===== src/rtl/retrot_pkg.sv =====
package retrot_pkg;
	localparam int data_width = 8;
	localparam int addr_width = 7;
	localparam int pc_width = 13;
	localparam int instr_width = 14;
	localparam int phase_count = 4;
	localparam logic [13:0] return_code = 14'h0008;
	localparam logic [3:0] literal_return_top = 4'hd;
	localparam logic [5:0] rotate_left_top = 6'h0d;
	localparam logic [5:0] rotate_right_top = 6'h0c;
	localparam int dest_bit = 7;
	localparam logic [7:0] accum_reset = 8'h00;
	localparam logic carry_reset = 1'b0;
	localparam logic [12:0] pc_reset = 13'h0000;
	typedef enum logic [3:0] {
		q1 = 4'b0001,
		q2 = 4'b0010,
		q3 = 4'b0100,
		q4 = 4'b1000
	} phase_t;
endpackage : retrot_pkg


===== src/rtl/quarter_phase_gen.sv =====
`timescale 1ns/1ps
`default_nettype none
module quarter_phase_gen
	import retrot_pkg::*;
(
	input wire logic clk,
	input wire logic reset,
	output phase_t phase
);
	always_ff @(posedge clk or posedge reset)
	begin
		if (reset)
			phase <= q1;
		else
			unique case (phase)
				q1: phase <= q2;
				q2: phase <= q3;
				q3: phase <= q4;
				q4: phase <= q1;
				default: phase <= q1;
			endcase
	end
endmodule : quarter_phase_gen
`default_nettype wire


===== src/rtl/return_rotate_decoder.sv =====
// Summary of operation
// - literal return loads literal into accumulator, pc from stack top, two cycles.
// - plain return pops stack into program counter, two cycles, no flags.
// - left rotate through carry: old carry to bit 0, bit 7 to carry.
// - destination bit 0 writes accumulator, 1 writes the file register.
// - rotate takes one cycle: decode, read, process, write by quarter phase.
// - only left rotate moves bits upward; one word; only carry changes.
`timescale 1ns/1ps
`default_nettype none
module return_rotate_decoder
(
	input wire logic clk,
	input wire logic reset,
	input wire logic [retrot_pkg::instr_width-1:0] instr,
	input wire logic [retrot_pkg::pc_width-1:0] stack_top_entry,
	input wire logic [retrot_pkg::data_width-1:0] file_rdata,
	output logic [retrot_pkg::addr_width-1:0] file_addr,
	output logic file_read,
	output logic file_write,
	output logic [retrot_pkg::data_width-1:0] file_wdata,
	output logic stack_pop,
	output logic [retrot_pkg::pc_width-1:0] program_counter,
	output logic pc_load,
	output logic [retrot_pkg::data_width-1:0] accum,
	output logic carry,
	output logic flush,
	output logic [3:0] phase_out
);
	import retrot_pkg::*;

	////////////////////////////////////////////////////////////////
	phase_t phase;
	logic [instr_width-1:0] ir;
	logic is_lret, is_ret, is_rl, is_rr, dest_file, nop_cycle;
	logic [data_width-1:0] operand;
	logic [data_width-1:0] next_result;
	logic next_carry;
	logic is_rotate;

	////////////////////////////////////////////////////////////////
	// elaboration guard: the bit slices below are fixed to these sizes
	if (data_width != 8)
	begin : g_data_width_check
		$error("rotate path is wired for an eight-bit file register");
	end
	if (instr_width != 14 || addr_width > dest_bit)
	begin : g_word_layout_check
		$error("address field must sit below the destination bit in a 14-bit word");
	end
	if (phase_count != 4)
	begin : g_phase_count_check
		$error("the sequencer steps through exactly four quarter phases");
	end

	quarter_phase_gen u_phase (
		.clk(clk),
		.reset(reset),
		.phase(phase)
	);

	// decode of the latched word; a flushed cycle decodes nothing
	always_comb
	begin
		is_lret = !nop_cycle && ir[13:10] == literal_return_top;
		is_ret = !nop_cycle && ir == return_code;
		is_rl = !nop_cycle && ir[13:8] == rotate_left_top;
		is_rr = !nop_cycle && ir[13:8] == rotate_right_top;
		is_rotate = is_rl || is_rr;
		dest_file = ir[dest_bit];
	end

	// left goes up, right goes down, carry on the opposite end
	always_comb
	begin
		if (is_rl)
		begin
			next_result = {operand[6:0], carry};
			next_carry = operand[7];
		end
		else
		begin
			next_result = {carry, operand[7:1]};
			next_carry = operand[0];
		end
	end

	////////////////////////////////////////////////////////////////
	// instruction latch; the next word is taken at the close of q4
	always_ff @(posedge clk or posedge reset)
	begin
		if (reset)
			ir <= '0;
		else if (phase == q4)
			ir <= instr;
	end

	// the word fetched behind a return is dropped, not executed
	always_ff @(posedge clk or posedge reset)
	begin
		if (reset)
			nop_cycle <= 1'b0;
		else if (phase == q4)
			nop_cycle <= is_lret || is_ret;
	end

	always_ff @(posedge clk or posedge reset)
	begin
		if (reset)
			flush <= 1'b0;
		else if (phase == q4)
			flush <= is_lret || is_ret;
	end

	// registered copy keeps the phase pins glitch free
	always_ff @(posedge clk or posedge reset)
	begin
		if (reset)
			phase_out <= 4'h1;
		else
			unique case (phase)
				q1: phase_out <= 4'h2;
				q2: phase_out <= 4'h4;
				q3: phase_out <= 4'h8;
				q4: phase_out <= 4'h1;
			endcase
	end

	////////////////////////////////////////////////////////////////
	// rotate: read in q2, process in q3, write in q4
	always_ff @(posedge clk or posedge reset)
	begin
		if (reset)
			file_read <= 1'b0;
		else
			file_read <= (phase == q1) && is_rotate;
	end

	// address is presented for every word, only the strobes are gated
	always_ff @(posedge clk or posedge reset)
	begin
		if (reset)
			file_addr <= '0;
		else if (phase == q1)
			file_addr <= ir[addr_width-1:0];
	end

	// operand held through q3 so the result is stable for the write
	always_ff @(posedge clk or posedge reset)
	begin
		if (reset)
			operand <= '0;
		else if (phase == q2 && is_rotate)
			operand <= file_rdata;
	end

	// write strobe only when the destination bit picks the file
	always_ff @(posedge clk or posedge reset)
	begin
		if (reset)
			file_write <= 1'b0;
		else
			file_write <= (phase == q3) && is_rotate && dest_file;
	end

	always_ff @(posedge clk or posedge reset)
	begin
		if (reset)
			file_wdata <= '0;
		else if (phase == q3)
			file_wdata <= next_result;
	end

	////////////////////////////////////////////////////////////////
	// carry is the only flag touched; returns leave it alone
	always_ff @(posedge clk or posedge reset)
	begin
		if (reset)
			carry <= carry_reset;
		else if (phase == q3 && is_rotate)
			carry <= next_carry;
	end

	always_ff @(posedge clk or posedge reset)
	begin
		if (reset)
			accum <= accum_reset;
		else if (phase == q3)
		begin
			if (is_rotate && !dest_file)
				accum <= next_result;
			else if (is_lret)
				accum <= ir[7:0];
		end
	end

	////////////////////////////////////////////////////////////////
	// pop at q4 of the first cycle; the stack itself lives outside
	always_ff @(posedge clk or posedge reset)
	begin
		if (reset)
			stack_pop <= 1'b0;
		else
			stack_pop <= (phase == q3) && (is_lret || is_ret);
	end

	always_ff @(posedge clk or posedge reset)
	begin
		if (reset)
			pc_load <= 1'b0;
		else
			pc_load <= (phase == q3) && (is_lret || is_ret);
	end

	always_ff @(posedge clk or posedge reset)
	begin
		if (reset)
			program_counter <= pc_reset;
		else if (phase == q3 && (is_lret || is_ret))
			program_counter <= stack_top_entry;
	end
endmodule : return_rotate_decoder
`default_nettype wire


===== config.mk =====
export PLATFORM = sky130hd
export DESIGN_NAME = return_rotate_decoder
export DESIGN_NICKNAME = d
export VERILOG_FILES = /design/src/rtl/retrot_pkg.sv /design/src/rtl/quarter_phase_gen.sv /design/src/rtl/return_rotate_decoder.sv
export SDC_FILE = /design/constraint.sdc
export NUM_CORES = 1
export LEC_CHECK = 0
export BUFFER_PORTS_ARGS = -buffer_cell sky130_fd_sc_hd__buf_2
export CAP_MARGIN = 30
export CELL_PAD_IN_SITES_DETAIL_PLACEMENT = 2
export CELL_PAD_IN_SITES_GLOBAL_PLACEMENT = 2
export CORE_UTILIZATION = 30
export CTS_CLUSTER_DIAMETER = 150
export DETAILED_ROUTE_END_ITERATION = 6
export PLACE_DENSITY = 0.69
export SLEW_MARGIN = 20
export SYNTH_ARGS = -nofsm -noshare
export SYNTH_HDL_FRONTEND = slang
export SYNTH_SLANG_ARGS = --single-unit

===== constraint.sdc =====
create_clock -name clk -period 6.6 [get_ports clk]
set_input_delay 0.99 -clock clk [delete_from_list [all_inputs] [get_ports clk]]
set_output_delay 0.99 -clock clk [all_outputs]
set_load 0.01 [all_outputs]

==> flow_metrics.env <==
export IMPL_use_met2_pct=25.4
export IMPL_syn_cell_area_um2=2970
export IMPL_place_congestion=0.700
export IMPL_avgSynthCellArea_um2=14.8
export IMPL_synth_nets=238
export IMPL_clk_pin_slew_ns=0.08
export IMPL_synth_top_cell_area_share_pct=58.1
export IMPL_outcome="finished clean"
export IMPL_synth_top_cell_by_area="dfrtp_1"
export IMPL_whs_ns=0.509
export IMPL_cts_sinks=71
export IMPL_first_pass_iters=4
export IMPL_critPathSlowestCell="a21boi_4"
export IMPL_arrival_ns=2.39
export IMPL_synth_xor_area_share_pct=0
export IMPL_drt_iter0_drc=45
export IMPL_synth_cells=201
export IMPL_crit_path_end_kind="flop"
export IMPL_crit_path_start_kind="flop"
export IMPL_cts_max_level=3
export IMPL_ios=83
export IMPL_io_buffers=82
export IMPL_worst_hold_path_type="flop to flop"
export IMPL_final_setup_tns_ns=0
export IMPL_yosys_mux_area_fraction_pct=23.4
export IMPL_switching_share_pct=27.6
export IMPL_power_density_nw_per_um2=253
export IMPL_finalCritPeriodShare_pct=32.9
export IMPL_num_rows=35
export IMPL_syn_to_final_growth_pct=24.9
export IMPL_top_usage_layer="met2"
export IMPL_synth_simple_gate_area_share_pct=8.00
export IMPL_drive_above_1_share_pct=55.7
export IMPL_grt_use_total_pct=15.4
export IMPL_worst_pin_slew_ns=0.590
export IMPL_die_w_um=102
export IMPL_rsz0062_at_grt="no"
export IMPL_wire_per_inst_um=17.3
export IMPL_power_leakage_nw=1.76
export IMPL_peakVddDrop_mv=0.104
export IMPL_grt_pass1_wl_um=11800
export IMPL_slowest_delay_ns=0.57
export IMPL_cts_buffer_depth=2
export IMPL_cts_resized=0
export IMPL_p_sw_mw=0.259
export IMPL_antenna_found_initial=0
export IMPL_drtAntennaViolNets=0
export IMPL_maxCapViolations=0
export IMPL_finalHoldViolations=0
export IMPL_path_max_fanout=14
export IMPL_ctsHoldBuffers=0
export IMPL_criticalPathCategory="flop to flop"
export IMPL_vias=2012
export IMPL_fmax_ghz=0.461
export IMPL_drv_slew=0
export IMPL_use_met1_pct=20.1
export IMPL_synth_cell_types=31
export IMPL_wl_um=7370
export IMPL_grt_overflow_total=0
export IMPL_grt_max_degree=72
export IMPL_p_comb_share_pct=13.9
export IMPL_route_detailed_drc=0
export IMPL_use_met3_pct=3.11
export IMPL_start_util_pct=31.6
export IMPL_ys_ff_latch=71
export IMPL_skew_ns=0.0135
export IMPL_fp_dieH_um=102
export IMPL_crit_path_cell_trace="nor4b_1, nand4_1, a21boi_4, mux2_2"
export IMPL_vias_per_cell=4.73
export IMPL_p_int_mw=0.680
export IMPL_cts_buffers=9
export IMPL_yosys_top_cells_area="dfrtp_1 58%, mux2_2 16%, mux2_4 4.5%, mux2i_1 3.4%, a2bb2oi_1 2.1%"
export IMPL_power_frac_seq_pct=53.9
export IMPL_cts_tree="yes"
export IMPL_clkLatencyLatePin_ns=0.34
export IMPL_synthAdderAreaFrac_pct=0
export IMPL_finalSetupViolCount=0
export IMPL_post_route_min_period_ns=2.17
export IMPL_antenna_cells=0
export IMPL_synth_compound_area_share_pct=6.65
export IMPL_grt_pass1_vias=2172
export IMPL_cp_required_ns=6.83
export IMPL_ys_seq_area_share_pct=59.8
export IMPL_cts_setup_buffers=0
export IMPL_synth_top_family_by_area="multiplexers"
export IMPL_dp_hpwl_um=5230
export IMPL_slew_headroom_pct=60.6
export IMPL_root_buffer="clkbuf_8"
export IMPL_dieArea_um2=10300
export IMPL_power_frac_clock_pct=32.2
export IMPL_synth_warning_count=0
export IMPL_nets=328
export IMPL_coreArea_um2=9420
-- critical path: cells and delay by family, from the launching register on --
family          cells  cell delay, ns
mux                 1            0.40
compound gates      1            0.57
simple gates        2            0.67
flops               1            0.42
-- final cells by class --
class                   count  area (um^2)
clock buffers              10          128
multi-input cells         120         1140
well taps                 129          161
flip-flops and latches     71         1780
fillers                   982         5700
inverters                   2         7.51
repair buffers             87          460
clock inverters             6         38.8
-- logic make-up (layout without fill, tap and decap cells) --
logic type | after synthesis | in the layout
and+or+nand+nor | 32 | 32
DFF | 71 | 71
muxes | 60 | 60
AOI/OAI and AO/OA | 28 | 28
buffers and inverters | 10 | 105
-- power groups by stage --
| stage | registers [mW] | logic (mW) | clock network, mW |
|---|---|---|---|
| floorplan | 0.521 | 0.0610 | 0 |
| finish | 0.506 | 0.130 | 0.303 |
| CTS | 0.508 | 0.133 | 0.313 |
| global route | 0.513 | 0.144 | 0.334 |
| detailed placement | 0.516 | 0.132 | 0 |
| global placement | 0.515 | 0.127 | 0 |
-- flip-flops by register name, summed over array words and instances (netlist names), 4 cells and up --
signal	cells
ir	14
program_counter	13
accum	8
file_wdata	8
operand	8
file_addr	7
phase_out	4
u_phase.phase	4
-- layout by cell type (no fill, tap or decap), types with 3 or more instances in the layout --
| master | n |
|---|---|
| a21oi_1 | 10 |
| a2bb2oi_1 | 7 |
| buf_2 | 82 |
| buf_4 | 4 |
| clkbuf_8 | 9 |
| clkinv_2 | 3 |
| dfrtp_1 | 69 |
| mux2_2 | 41 |
| mux2_4 | 9 |
| mux2i_1 | 10 |
| nor2_1 | 9 |
| nor3_1 | 4 |
| nor4b_1 | 3 |
| o22ai_1 | 7 |
-- metrics by stage --
stage | area [um^2] | utilization [%] | cells | setup slack [ns] | total power [mW]
6_report | 3710 | 39.4 | 425 | 4.43 | 0.940
5_1_grt | 3710 | 39.4 | 425 | 4.25 | 0.991
4_1_cts | 3690 | 39.2 | 424 | 4.40 | 0.953
3_5_place_dp | 3530 | 37.5 | 408 | 4.42 | 0.647
3_3_place_gp | 3530 | 37.5 | 408 | 4.47 | 0.642
2_1_floorplan | 2970 | - | 201 | 3.82 | 0.582
-- final timing paths --
path | from | end | slack [ns] | depth (start not counted)
setup / recovery | ir[1] | program_counter[12] | 4.43 | 4
hold / removal | file_addr[5] | file_addr[5] | 0.51 | 1
setup reg to reg | ir[1] | program_counter[12] | 4.43 | 4
hold reg to reg | file_addr[5] | file_addr[5] | 0.51 | 1
max in group asynchronous | reset | phase_out[0] | 5.27 | 4
min in group asynchronous | reset | program_counter[3] | 0.71 | 3
-- routing by layer --
| metal | wire (um) | share of wire, % |
|---|---|---|
| met1 | 3410 | 46 |
| met2 | 3570 | 48 |
| met3 | 291 | 3.9 |
| met4 | 90 | 1.2 |
| met5 | 0 | 0 |
-- synth_stat cells --
master     count
mux2i_1       10
nand3_1        1
nand2_1        1
nor4b_2        1
nor4b_1        4
nor4_1         1
buf_4          2
and3_1         2
a21boi_2       1
a21boi_4       1
a2bb2oi_1      7
o22ai_1        7
inv_1          2
mux2_4         9
dfrtp_1       69
clkbuf_1       1
a31oi_1        2
nor2_1         9
mux2_2        41
and2_0         1
a21oi_1       10
nand4_1        1
nand2_2        2
nor3_1         4
dfstp_2        2
nor4b_4        2
buf_2          4
and3b_1        1
buf_8          1
nor4_2         1
and4bb_2       1
No activity file was read; power rests on OpenSTA's default activity.
